$ cat src/verilog/sbl_pkg.sv
// Package for the byte-lane static memory controller.
// Assumes a 125 MHz system clock and an asynchronous 16-bit memory outside.
package sbl_pkg;
  // ==========================================================================
  // Geometry
  localparam int SBL_AW = 20;
  localparam int SBL_DW = 16;
  localparam int SBL_LANE_W = 8;
  // ==========================================================================
  // Timing, in ns, and derived cycle counts at the system clock rate
  localparam int CLK_PERIOD_NS = 8;
  localparam int T_READ_CYCLE_NS = 45;
  localparam int T_LANE_TO_WRITE_END_NS = 35;
  localparam int T_WRITE_DATA_SETUP_MIN_NS = 25;
  localparam int T_STROBE_TO_FLOAT_MAX_NS = 18;
  localparam int T_WRITE_CYCLE_NS = 45;
  localparam int T_DESELECT_TO_RETENTION_NS = 0;
  localparam int T_TURNAROUND_NS = 18;
  // Least times round up; none below one cycle
  function automatic int sbl_cyc_up(input int ns);
    int c;
    c = (ns + CLK_PERIOD_NS - 1) / CLK_PERIOD_NS;
    return (c < 1) ? 1 : c;
  endfunction : sbl_cyc_up
  localparam int RD_CYC = sbl_cyc_up(T_READ_CYCLE_NS);
  localparam int WR_LOW_CYC_A = sbl_cyc_up(T_WRITE_DATA_SETUP_MIN_NS + T_STROBE_TO_FLOAT_MAX_NS);
  localparam int WR_LOW_CYC_B = sbl_cyc_up(T_LANE_TO_WRITE_END_NS);
  localparam int WR_LOW_CYC = (WR_LOW_CYC_A > WR_LOW_CYC_B) ? WR_LOW_CYC_A : WR_LOW_CYC_B;
  localparam int WR_HOLD_CYC = 1;
  localparam int TURN_CYC = sbl_cyc_up(T_TURNAROUND_NS);
  localparam int RET_CYC = sbl_cyc_up(T_DESELECT_TO_RETENTION_NS);
  localparam int CNT_W = 4;
  localparam logic [CNT_W-1:0] CNT_ZERO = 4'h0;
  localparam logic [CNT_W-1:0] CNT_ONE = 4'h1;
  // ==========================================================================
  // Types
  typedef struct packed {
    logic write;
    logic [1:0] lane_n;
    logic [SBL_AW-1:0] addr;
    logic [SBL_DW-1:0] wdata;
  } sbl_req_s;
  typedef enum logic [6:0] {
    ST_IDLE = 7'h01,
    ST_READ = 7'h02,
    ST_WSET = 7'h04,
    ST_WLOW = 7'h08,
    ST_WEND = 7'h10,
    ST_TURN = 7'h20,
    ST_RET = 7'h40
  } sbl_state_e;
endpackage : sbl_pkg

$ cat src/verilog/sbl_ctrl.sv
// Host-side controller for an asynchronous 16-bit byte-lane static memory.
// Assumes a single 125 MHz clock; memory data pins resolved by the bench from enables.
`timescale 1ns/1ps
module sbl_ctrl
  import sbl_pkg::*;
(
  input wire logic CLK, // System clock
  input wire logic NRST, // Async reset, active low
  input wire logic REQ_VALID, // Request offered
  input wire sbl_req_s REQ, // Request contents
  output logic REQ_READY, // Request taken when high with valid, at least one lane enabled and no retention request
  output logic RSP_VALID, // Read data valid, one cycle
  output logic [SBL_DW-1:0] RSP_DATA, // Read data
  input wire logic RET_REQ, // Ask for retention entry
  output logic RET_OK, // Chip deselected, retention may start
  output logic [SBL_AW-1:0] MEM_ADDR, // Word address
  output logic MEM_SEL_LOW_ACTIVE_N, // Select, active low
  output logic MEM_SEL_HIGH_ACTIVE, // Select, active high
  output logic MEM_WRITE_N, // Write strobe, active low
  output logic MEM_GATE_N, // Output gate, active low
  output logic MEM_UPPER_LANE_ENABLE_N, // Upper lane enable
  output logic MEM_LOWER_LANE_ENABLE_N, // Lower lane enable
  input wire logic [SBL_DW-1:0] MEM_DQ_I, // Data from pins
  output logic [SBL_DW-1:0] MEM_DQ_O, // Data to pins
  output logic MEM_DQ_OE_N // Data drive enable, low drives
);
  // ==========================================================================
  // State
  sbl_state_e state;
  sbl_state_e next_state;
  logic [CNT_W-1:0] cnt;
  logic [CNT_W-1:0] next_cnt;
  logic was_read;
  logic cnt_done;
  logic take;
  logic any_lane;
  // Request decode
  assign any_lane = ~(REQ.lane_n[0] & REQ.lane_n[1]);
  // Retention has priority, so a request is never taken while it is asked for
  assign take = REQ_READY & REQ_VALID & any_lane & ~RET_REQ;
  assign cnt_done = (cnt == CNT_ONE);
  // Next-state selection
  always_comb begin
    next_state = state;
    next_cnt = (cnt == CNT_ZERO) ? CNT_ZERO : cnt - CNT_ONE;
    unique case (state)
      ST_IDLE: begin
        if (RET_REQ) begin
          next_state = ST_RET;
          next_cnt = CNT_W'(RET_CYC);
        end else if (take && !REQ.write) begin
          next_state = ST_READ;
          next_cnt = CNT_W'(RD_CYC);
        end else if (take && was_read) begin
          next_state = ST_TURN;
          next_cnt = CNT_W'(TURN_CYC);
        end else if (take) begin
          next_state = ST_WSET;
        end
      end
      ST_TURN: begin
        if (cnt_done) begin
          next_state = ST_WSET;
        end
      end
      ST_WSET: begin
        next_state = ST_WLOW;
        next_cnt = CNT_W'(WR_LOW_CYC);
      end
      ST_WLOW: begin
        if (cnt_done) begin
          next_state = ST_WEND;
          next_cnt = CNT_W'(WR_HOLD_CYC);
        end
      end
      ST_WEND: begin
        if (cnt_done) begin
          next_state = ST_IDLE;
        end
      end
      ST_READ: begin
        if (cnt_done) begin
          next_state = ST_IDLE;
        end
      end
      ST_RET: begin
        if (!RET_REQ) begin
          next_state = ST_IDLE;
        end
      end
    endcase
  end
  // Held request, captured when taken
  sbl_req_s hold;
  always_ff @(posedge CLK or negedge NRST) begin
    if (!NRST) begin
      hold <= '0;
    end else if (take) begin
      hold <= REQ;
    end
  end
  // Sequencer state
  always_ff @(posedge CLK or negedge NRST) begin
    if (!NRST) begin
      state <= ST_IDLE;
      cnt <= CNT_ZERO;
      was_read <= 1'b0;
    end else begin
      state <= next_state;
      cnt <= next_cnt;
      if (take) begin
        was_read <= ~REQ.write;
      end else if (state == ST_TURN) begin
        was_read <= 1'b0;
      end
    end
  end
  // Pin controls decoded from the next state; address, data and lanes from the taken or held request
  logic n_sel;
  logic n_wr_n;
  logic n_gate_n;
  logic n_drive;
  logic [1:0] n_lane_n;
  logic [SBL_AW-1:0] n_addr;
  logic [SBL_DW-1:0] n_dq;
  logic n_busy;
  assign n_busy = (next_state != ST_IDLE) && (next_state != ST_RET) && (next_state != ST_TURN);
  assign n_sel = n_busy;
  assign n_wr_n = ~(next_state == ST_WLOW);
  assign n_gate_n = ~(next_state == ST_READ);
  assign n_drive = (next_state == ST_WSET) || (next_state == ST_WLOW) || (next_state == ST_WEND);
  assign n_addr = take ? REQ.addr : hold.addr;
  assign n_dq = (take ? REQ.wdata : hold.wdata);
  assign n_lane_n = n_busy ? (take ? REQ.lane_n : hold.lane_n) : 2'b11;
  // Registered pin drivers
  always_ff @(posedge CLK or negedge NRST) begin
    if (!NRST) begin
      MEM_ADDR <= '0;
      MEM_SEL_LOW_ACTIVE_N <= 1'b1;
      MEM_SEL_HIGH_ACTIVE <= 1'b0;
      MEM_WRITE_N <= 1'b1;
      MEM_GATE_N <= 1'b1;
      MEM_UPPER_LANE_ENABLE_N <= 1'b1;
      MEM_LOWER_LANE_ENABLE_N <= 1'b1;
      MEM_DQ_O <= '0;
      MEM_DQ_OE_N <= 1'b1;
    end else begin
      MEM_ADDR <= n_addr;
      MEM_SEL_LOW_ACTIVE_N <= ~n_sel;
      MEM_SEL_HIGH_ACTIVE <= n_sel;
      MEM_WRITE_N <= n_wr_n;
      MEM_GATE_N <= n_gate_n;
      MEM_UPPER_LANE_ENABLE_N <= n_lane_n[1];
      MEM_LOWER_LANE_ENABLE_N <= n_lane_n[0];
      MEM_DQ_O <= n_dq;
      MEM_DQ_OE_N <= ~n_drive;
    end
  end
  // User-side handshake and read return
  always_ff @(posedge CLK or negedge NRST) begin
    if (!NRST) begin
      REQ_READY <= 1'b0;
      RSP_VALID <= 1'b0;
      RSP_DATA <= '0;
      RET_OK <= 1'b0;
    end else begin
      REQ_READY <= (next_state == ST_IDLE) && !take;
      RSP_VALID <= (state == ST_READ) && cnt_done;
      if ((state == ST_READ) && cnt_done) begin
        // Disabled lanes return zero
        RSP_DATA <= MEM_DQ_I & {{SBL_LANE_W{~hold.lane_n[1]}}, {SBL_LANE_W{~hold.lane_n[0]}}};
      end
      RET_OK <= (next_state == ST_RET) && (state == ST_RET) && (cnt <= CNT_ONE);
    end
  end
endmodule : sbl_ctrl

$ cat config.mk
export PLATFORM = sky130hd
export DESIGN_NAME = sbl_ctrl
export DESIGN_NICKNAME = d
export VERILOG_FILES = /design/src/verilog/sbl_pkg.sv /design/src/verilog/sbl_ctrl.sv
export SDC_FILE = /design/constraint.sdc
export NUM_CORES = 1
export LEC_CHECK = 0
export ABC_AREA = 1
export BUFFER_PORTS_ARGS = -buffer_cell sky130_fd_sc_hd__buf_2
export CAP_MARGIN = 15
export CORE_ASPECT_RATIO = 1.1
export CORE_UTILIZATION = 35
export DETAILED_ROUTE_END_ITERATION = 6
export PLACE_DENSITY = 0.64
export SKIP_LAST_GASP = 1
export SYNTH_ARGS = -nofsm -noshare
export SYNTH_HDL_FRONTEND = slang
export SYNTH_SLANG_ARGS = --single-unit
$ cat constraint.sdc
create_clock -name CLK -period 1.5 [get_ports CLK]
set_input_delay 0.075 -clock CLK [delete_from_list [all_inputs] [get_ports CLK]]
set_output_delay 0.075 -clock CLK [all_outputs]
set_load 0.01 [all_outputs]
==> qor.yml, run 1 <==
cts_root_buf: "clkbuf_16"
cp_data_arrival_time_ns: 2.02
clk-insertion-delay-late_ns: 0.34
cts_tree: "built"
critPathLaunchType: "flop"
cellInternalPower_mw: 7.11
setup_slack_ns: -0.277
grt_max_degree: 44
pwr-share-comb_pct: 36.0
fin_nets: 727
die_width_um: 108
vias: 3778
drc: 0
vdd_ir_drop_max_v: 0.000933
synth_area_um2: 4340
ys_ff_latch: 112
syn-instance-count: 438
worstMarginPinSlew_ns: 0.419
drt_iter0_markers: 153
crit_required_ns: 1.75
cts.sinks: 112
hold_path_class: "primary input to flop"
clock_path_buffers: 2
synth_edf_count: 0
worstPathMaxFanout: 5
antenna_found_initial: 0
coreArea_um2: 12000
max_slew_margin_pct: 72.1
synthFlopType: "dfrtp_1"
p_sw_share_pct: 34.2
wirelength_um: 11500
async_flop_share_pct: 100
finalHoldViolCount: 0
die_h_um: 119
p_total_mw: 10.8
status: "finished, violations left"
final.fill_count: 1083
antenna_cells: 0
netlist_top_cells_area: "dfrtp_1 61%, nand2_1 13%, dfstp_2 4.2%"
period_share_pct: 118
rsz0062_at_grt: "true"
final_max_slew_viol_count: 0
gp_congestion: 0.903
leakage_nw: 3.35
p_seq_share_pct: 41.7
die_area_um2: 12800
yosysMostFrequentCell: "nand2_1"
finalClockSkew_ns: 0.00984
area_growth_syn_to_layout_pct: 51.0
synthDistinctLibCells: 31
dpl.hpwl_um: 7710
port_buffers: 120
first_pass_iters: 5
synth_common_cells: "150 x nand2_1, 105 x dfrtp_1, 28 x nand3_1, 28 x o21ai_0, 21 x inv_1"
grt_pass1_wl_um: 18400
grt_pass1_vias: 3931
p_sw_mw: 3.69
grtUsageTotal_pct: 18.6
drive_above_1_share_pct: 40.8
fmax_mhz: 563
synth_area_leader_cell: "dfrtp_1"
synth.top_cell.area_share_pct: 60.6
initial_core_util_pct: 36.0
end_kind: "flop"
violations: "setup timing"
wl_per_cell_um: 13.9
pin_count: 121
finalSetupTns_ns: -1.55
max-cap-violations: 0
path_clk_slew_ns: 0.07
setup_viol: 17
powerDensity_nw_per_um2: 1650
finalCriticalPeriod_ns: 1.78
final_antenna_net_count: 0
syn_nets: 497
avgSynthCellArea_um2: 9.90
clkPwrFrac_pct: 22.3
fp-row-count: 42
viasPerCell: 4.57
htreeDepth: 3
dp_slack_ns: -0.265
synth_warnings: 0
yosysSeqAreaShare_pct: 64.8
numCtsBuffers: 9
grt_overflow_total: 0
worstSetupPathType: "flop to flop"
==> power by group through the flow <==
stage                     Combinational [mW]  Sequential [mW]  Clock [mW]
after floorplan                         1.64             4.79           0
after global placement                  3.34             4.52           0
after detailed placement                3.41             4.54           0
after CTS                               3.66             4.50        2.48
after global routing                    4.27             4.60        2.60
final                                   3.89             4.51        2.41
==> flip-flops by register name (all words and copies together), names as in the netlist, 4 cells and up <==
signal / flops
cnt: 4
MEM_DQ_O: 16
state: 7
RSP_DATA: 16
hold: 38
MEM_ADDR: 20
==> stage by stage <==
stage	hold slack, ns	std cells	area, um2	utilization [%]
final	0.179	826	6550	54.4
after floorplan	-0.221	438	4360	-
after global routing	0.184	826	6550	54.4
after CTS	0.167	818	6400	53.2
after global placement	0.0398	744	5450	45.3
after detailed placement	0.0427	744	5450	45.3
==> critical path, cell delays in order (launching register included) <==
cell and delay (ns):
dfrtp_1 0.42, inv_2 0.10, nand2_4 0.07, nor2_4 0.18
nand2_2 0.10, nand3_4 0.10, nor2_4 0.06, a21oi_2 0.19
nand2_2 0.09, nor2_2 0.12, nand3_2 0.11, nand2_2 0.09
inv_2 0.03
==> layer usage <==
layer / GRT usage (%) / up-vias / part of all wire (%)
met5: 0 / - / 0
met4: 7.19 / 0 / 2.2
met3: 4.96 / 19 / 5.5
met2: 32.1 / 106 / 51
met1: 21.7 / 1820 / 41
li1: - / 1833 / -
==> layout by cell type, fill, tap and decap left out, types with 7 or more instances in the layout <==
master,count
nand2_1,144
buf_2,119
dfrtp_1,104
dlygate4sd3_1,53
buf_4,51
nand3_1,26
o21ai_0,24
inv_1,18
inv_2,17
nor2_1,14
nand2_4,11
clkbuf_16,9
nand2_2,8
dfstp_2,7
nor2_4,7
nor2_2,7
==> repair_timing <==
action,CTS,global route
setup buffers,5,9
resized for setup,19,30
hold buffers,53,0
gates cloned,1,0
setup endpoints to repair,30,62
pin swaps,14,11
endpoints found under the hold margin,116,0
==> cell families (layout without fill, tap and decap cells) <==
group	count (synthesis)	after routing	synth area share, %
flip-flops	112	112	64.8
AO/OA/AOI/OAI	42	42	5.63
AND/OR/NAND/NOR	235	235	25.1
buffers and inverters	49	283	4.44
==> cell type report <==
cell class	count	area [um2]	share of cell area, %
clock inverter	6	76.3	1.17
clock buffer	9	225	3.44
tap	154	193	2.94
sequential	112	2810	43.0
multi-input combinational	277	1470	22.5
timing repair buffer	231	1630	24.8
inverter	37	144	2.20
==> final timing paths <==
| path | startpoint | endpoint | slack (ns) | depth (start not counted) |
|---|---|---|---|---|
| worst max-delay path | state[1] | MEM_SEL_HIGH_ACTIVE | -0.28 | 12 |
| worst min-delay path | RET_REQ | cnt[0] | 0.18 | 4 |
| worst max register to register | state[1] | MEM_SEL_HIGH_ACTIVE | -0.28 | 12 |
| worst min register to register | hold[24] | MEM_ADDR[8] | 0.47 | 2 |
| max in group asynchronous | NRST | MEM_SEL_LOW_ACTIVE_N | 0.67 | 3 |
| min in group asynchronous | NRST | hold[30] | 0.21 | 2 |
Power figures use the tool's default switching activity.
==> run 2, diff against run 1 <==
--- a/config.mk
+++ b/config.mk
@@ -9,9 +9,9 @@
 export BUFFER_PORTS_ARGS = -buffer_cell sky130_fd_sc_hd__buf_2
 export CAP_MARGIN = 15
 export CORE_ASPECT_RATIO = 1.1
-export CORE_UTILIZATION = 35
+export CORE_UTILIZATION = 45
 export DETAILED_ROUTE_END_ITERATION = 6
-export PLACE_DENSITY = 0.64
+export PLACE_DENSITY = 0.78
 export SKIP_LAST_GASP = 1
 export SYNTH_ARGS = -nofsm -noshare
 export SYNTH_HDL_FRONTEND = slang
==> run 2 against run 1 <==
  * The run still ends with setup timing left
  * Worst setup slack worse by 0.034 ns
  * Utilization rose by 14 points
  * Die area fell by 22%
==> qor.yml, run 2 (synthesis results as in run 1) <==
die_area_um2: 10000  # -22%
pin_count: 121  # unchanged
top_register: "hold"
path_clk_slew_ns: 0.11  # +0.04 ns
max_slew_margin_pct: 60.6  # -11 points
area_growth_syn_to_layout_pct: 47.4
hold_path_class: "primary input to flop"
violations: "setup timing"
grtUsageTotal_pct: 22.8  # +4.2 points
clk-insertion-delay-late_ns: 0.37  # +0.03 ns
drc: 0  # unchanged
worstMarginPinSlew_ns: 0.591  # +0.172 ns
cts_root_buf: "clkbuf_8"
worstSetupPathType: "flop to flop"
htreeDepth: 3  # unchanged
worstPathMaxFanout: 5  # unchanged
gp_congestion: 0.836  # -7.5%
slowest_delay_ns: 0.57  # +0.15 ns
dpl.hpwl_um: 6950  # -9.9%
drive_above_1_share_pct: 41.8  # +0.99 points
finalHoldViolCount: 0  # unchanged
grt_max_degree: 113  # +160%
grt_overflow_total: 0  # unchanged
final_cell_mix: "141 x nand2_1, 119 x buf_2, 104 x dfrtp_1, 53 x dlygate4sd3_1, 45 x buf_4"
cts.sinks: 112  # unchanged
viasPerCell: 4.79  # +4.8%
cts_tree: "built"
fmax_mhz: 552  # -1.9%
cp_data_arrival_time_ns: 2.08  # +0.06 ns
slowest_stage: "dfstp_2"
antenna_found_initial: 0  # unchanged
period_share_pct: 121  # +2.2 points
wirelength_um: 11500  # -0.23%
crit_required_ns: 1.77  # +0.02 ns
final_max_slew_viol_count: 0  # unchanged
top_regs: "hold (38), MEM_ADDR (20)"
vias: 3762  # -0.42%
powerDensity_nw_per_um2: 1590  # -3.9%
wl_per_cell_um: 14.6  # +5.0%
fp-row-count: 37  # -12%
status: "finished, violations left"
cpLargestDelayFamily: "simple AND/OR/NAND/NOR gates"
rsz0062_at_grt: "true"
first_pass_iters: 4  # -1
layout_commonest_cell: "nand2_1"
end_kind: "flop"
port_buffers: 120  # unchanged
dp_slack_ns: -0.263  # +0.00178 ns
numCtsBuffers: 9  # unchanged
coreArea_um2: 9350  # -22%
finalSetupTns_ns: -3.73  # -2.18 ns
grt_pass1_vias: 3848  # -2.1%
cp_num_buf_inv: 2  # unchanged
final_antenna_net_count: 0  # unchanged
final.fill_count: 711  # -34%
final_area_um2: 6390  # -2.3%
dp.cells: 701  # -5.8%
die_width_um: 95.6  # -12%
fin_nets: 722  # -0.69%
clock_path_buffers: 2  # unchanged
drt_iter0_markers: 196  # +28%
max-cap-violations: 0  # unchanged
grt_pass1_wl_um: 17600  # -4.2%
final_cell_count_no_fill: 785  # -5.0%
largest_reg_flops: 38  # unchanged
finalClockSkew_ns: 0.00906  # -0.000785 ns
initial_core_util_pct: 46.4  # +10 points
setup_viol: 29  # +12
die_h_um: 105  # -12%
critPathLaunchType: "flop"
vdd_ir_drop_max_v: 0.000965  # +3.4%
crit_chain: "inv_4 -> nand2_4 -> nor2_4 -> nand2_4 -> nand3_4 -> nor2_4 -> nand2_2 -> nand2_4 -> nor2_4 -> nor2_2 -> nand3_2 -> nand2_2 -> inv_2"
antenna_cells: 0  # unchanged
p_total_mw: 10.1  # -6.2%
finalCriticalPeriod_ns: 1.81  # +0.0337 ns
leakage_nw: 3.29  # -1.8%
setup_slack_ns: -0.311  # -0.0337 ns
dpl_cell_area_um2: 5360  # -1.7%
-- run 2: cell types whose count changed in the layout (fill, tap and decap cells not counted), moves of 2 or more --
| cell | delta |
|---|---|
| buf_4 | -6 |
| clkbuf_8 | +9 |
| inv_2 | +4 |
| inv_8 | +2 |
| nand2_1 | -3 |
| nand2_2 | +3 |
| inv_1 | -4 |
| clkbuf_16 | -7 |
-- run 2: power by group --
part / internal (mW) / switching, mW / leakage [nW]
clock: 0.657 / 1.10 / 0.102
sequential: 4.14 / 0.354 / 1.35
combinational: 1.59 / 2.30 / 1.83
-- run 2: metal layers --
metal / global-route usage, % / routed length [um]
met1: 28.0 / 4620
met2: 39.4 / 5930
met3: 5.24 / 728
met4: 6.93 / 212
met5: 0 / 0
-- run 2: path summary, 6_finish.rpt --
kind                               start                   to  slack [ns]  cells after the start
worst max-delay path            state[0]  MEM_SEL_HIGH_ACTIVE       -0.31                     13
max in group asynchronous           NRST         MEM_ADDR[14]        0.75                      3
worst min register to register  hold[34]         MEM_ADDR[18]        0.49                      2
worst max register to register  state[0]  MEM_SEL_HIGH_ACTIVE       -0.31                     13
worst min-delay path             REQ[37]             hold[37]        0.05                      4
min in group asynchronous           NRST            REQ_READY        0.29                      3
-- run 2: final cells by class --
type | instances | area, um2 | area share (%)
multi-input cells | 277 | 1480 | 23.2
clock inverters | 7 | 72.6 | 1.14
inverters | 37 | 144 | 2.25
clock buffers | 9 | 124 | 1.94
well taps | 117 | 146 | 2.29
repair buffers | 226 | 1610 | 25.2
flip-flops and latches | 112 | 2810 | 44.0
-- run 2: stage by stage --
stage	utilization [%]	hold WS, ns
final	68.4	0.0471
after global routing	68.4	0.0889
after CTS	65.9	0.0733
after detailed placement	57.3	0.206
after global placement	57.3	0.193
after floorplan	-	-0.221
-- run 2: worst min-delay path: cells and delay by family --
family	cells	cell delay, ns
AOI/OAI and AO/OA	1	0.08
buffers and inverters	2	0.13
and+or+nand+nor	1	0.09
-- run 2: timing repair --
action,CTS,global route
endpoints found under the setup margin,31,84
pin swaps,3,10
hold endpoints to repair,193,0
resized for setup,10,42
gates cloned,0,2
hold buffers,53,0
buffers inserted,6,8
==> run 3, diff against run 2 <==
--- a/config.mk
+++ b/config.mk
@@ -11,7 +11,7 @@
 export CORE_ASPECT_RATIO = 1.1
 export CORE_UTILIZATION = 45
 export DETAILED_ROUTE_END_ITERATION = 6
-export PLACE_DENSITY = 0.78
+export PLACE_DENSITY = 0.72
 export SKIP_LAST_GASP = 1
 export SYNTH_ARGS = -nofsm -noshare
 export SYNTH_HDL_FRONTEND = slang
==> run 3 against run 2 <==
  * The flow still finishes with violations (setup timing)
  * Critical path depth did not move
  * Worst setup slack improved by 0.012 ns
  * Sequential share of layout area fell by 1.5 points
  * First-iteration DRC count fell by 14%
  * Register-to-register slack barely moved
  * Combinational power rose by 5.1%
  * Via count rose by 3.0%
  * Global-route usage rose by 1.9 points
==> qor.yml, run 3 (synthesis results as in run 1) <==
status: "finished, violations left"
violations: "setup timing"
antenna_found_initial: 0  # unchanged
cts_root_buf: "clkbuf_8"
slowest_stage: "dfstp_2"
wirelength_um: 11800  # +2.5%
fmax_mhz: 556  # +0.65%
grt_max_degree: 113  # unchanged
finalClockSkew_ns: 0.0124  # +0.00330 ns
crit_chain: "inv_4 -> nand2_8 -> nor2_4 -> nand2_4 -> nand3_4 -> nor2_4 -> nand2_1 -> nand2_2 -> nor2_4 -> nand2_2 -> inv_2 -> buf_6 -> a21oi_2"
fin_nets: 738  # +2.2%
largest_reg_flops: 38  # unchanged
finalCriticalPeriod_ns: 1.80  # -0.0118 ns
final_cell_count_no_fill: 800  # +1.9%
cp_common_cell: "nor2_4"
finalHoldViolCount: 0  # unchanged
initial_core_util_pct: 46.4  # unchanged
seq_area_um2: 2810  # about the same
dpl_cell_area_um2: 5440  # +1.4%
finalSetupTns_ns: -4.47  # -0.740 ns
setup_slack_ns: -0.299  # +0.0118 ns
final_cell_mix: "141 x nand2_1, 119 x buf_2, 105 x dfrtp_1, 53 x dlygate4sd3_1, 51 x buf_4"
end_kind: "flop"
grt_overflow_total: 0  # unchanged
htreeDepth: 3  # unchanged
viasPerCell: 4.84  # +1.0%
fp-row-count: 37  # unchanged
die_width_um: 95.6  # unchanged
final_max_slew_viol_count: 0  # unchanged
final_antenna_net_count: 0  # unchanged
hold_ws_ns: 0.0346  # -0.0125 ns
worstMarginPinSlew_ns: 0.581  # -0.00969 ns
top_register: "hold"
cp_data_arrival_time_ns: 2.11  # +0.03 ns
path_clk_slew_ns: 0.10  # about the same
multi_input_area_um2: 1560  # +5.2%
powerDensity_nw_per_um2: 1560  # -1.9%
drc: 0  # unchanged
cts.sinks: 112  # unchanged
area_growth_syn_to_layout_pct: 52.5
drive_above_1_share_pct: 43.5  # +1.7 points
pin_count: 121  # unchanged
clk-insertion-delay-late_ns: 0.38  # about the same
die_area_um2: 10000  # unchanged
slowest_delay_ns: 0.58  # about the same
vdd_ir_drop_max_v: 0.00108  # +12%
antenna_cells: 0  # unchanged
setup_viol: 32  # +10%
worstSetupPathType: "flop to flop"
dp_slack_ns: -0.264  # -0.000622 ns
max-cap-violations: 0  # unchanged
crit_required_ns: 1.81  # +0.04 ns
critPathLaunchType: "flop"
final.fill_count: 690  # -3.0%
first_pass_iters: 4  # unchanged
clock_path_buffers: 2  # unchanged
final_area_um2: 6610  # +3.4%
dp.cells: 713  # +1.7%
rsz0062_at_grt: "true"
worstPathMaxFanout: 5  # unchanged
hold_path_class: "primary input to flop"
leakage_nw: 3.38  # +2.8%
cts_tree: "built"
wl_per_cell_um: 14.7  # +0.62%
grt_pass1_vias: 4044  # +5.1%
layout_commonest_cell: "nand2_1"
numCtsBuffers: 9  # unchanged
grt_pass1_wl_um: 18900  # +7.6%
gp_congestion: 0.879  # +5.2%
coreArea_um2: 9350  # unchanged
port_buffers: 120  # unchanged
vias: 3874  # +3.0%
die_h_um: 105  # unchanged
drt_iter0_markers: 168  # -14%
max_slew_margin_pct: 61.2  # +0.65 points
grtUsageTotal_pct: 24.8  # +1.9 points
top_regs: "hold (38), MEM_ADDR (20)"
dpl.hpwl_um: 6980  # +0.45%
period_share_pct: 120  # -0.79 points
run 3: changes by cell type in the layout (fill, tap and decap cells not counted), moves of 2 or more:
cell | previous run | this run
nor2_4 | 8 | 11
inv_8 | 3 | 1
inv_1 | 14 | 17
or2_2 | 2 | 0
or2_4 | 0 | 2
clkbuf_16 | 2 | 0
inv_2 | 21 | 17
o21ai_2 | 2 | 4
buf_4 | 45 | 51
nor2_2 | 6 | 4
buf_6 | 4 | 13
o21ai_0 | 23 | 21
run 3: worst paths after layout:
kind | slack (ns) | start | cells after the start | to
max | -0.30 | state[0] | 13 | MEM_DQ_OE_N
min | 0.03 | REQ[36] | 4 | hold[36]
max reg2reg | -0.30 | state[0] | 13 | MEM_DQ_OE_N
min reg2reg | 0.48 | hold[14] | 2 | MEM_DQ_O[14]
max in group asynchronous | 0.75 | NRST | 3 | MEM_ADDR[9]
min in group asynchronous | 0.31 | NRST | 3 | cnt[3]
run 3: layout make-up:
type                            instances  area share [%]
Inverter                               37            2.21
Multi-Input combinational cell        277            23.6
Clock buffer                           10            2.08
Tap cell                              117            2.21
Sequential cell                       112            42.5
Timing Repair Buffer                  242            26.8
Clock inverter                          5           0.624
run 3: worst max-delay path, delay by kind of cell, from the launching register on:
kind	cells	cell delay [ns]
buf+inv	3	0.22
simple gates	9	0.81
compound gates	1	0.13
flops	1	0.58
run 3: per-stage QoR:
step | total power, mW | util, %
5_1_grt | 11.0 | 70.7
3_5_place_dp | 7.93 | 58.2
2_1_floorplan | 6.43 | -
4_1_cts | 9.94 | 68.1
6_report | 10.3 | 70.7
3_3_place_gp | 7.82 | 58.2
run 3: where the power goes:
part | switching (mW) | internal, mW | leakage, nW | total (mW)
clock | 1.02 | 0.656 | 0.0902 | 1.67
combinational | 2.36 | 1.73 | 1.94 | 4.09
sequential | 0.391 | 4.14 | 1.35 | 4.53
run 3: timing repair:
action	CTS	global route
cloned	2	0
endpoints found under the setup margin	106	78
resized for setup	36	46
hold buffers	53	0
setup buffers	9	9
hold endpoints to repair	193	0
pin swaps	12	21
run 3: metal layers:
metal	share of wire, %	vias up	GRT usage, %	wire length [um]
met1	41	1885	30.7	4840
met3	5.0	31	5.75	589
met2	51	108	41.2	6030
li1	-	1850	-	-
met4	2.8	0	9.91	327
met5	0	-	0	0
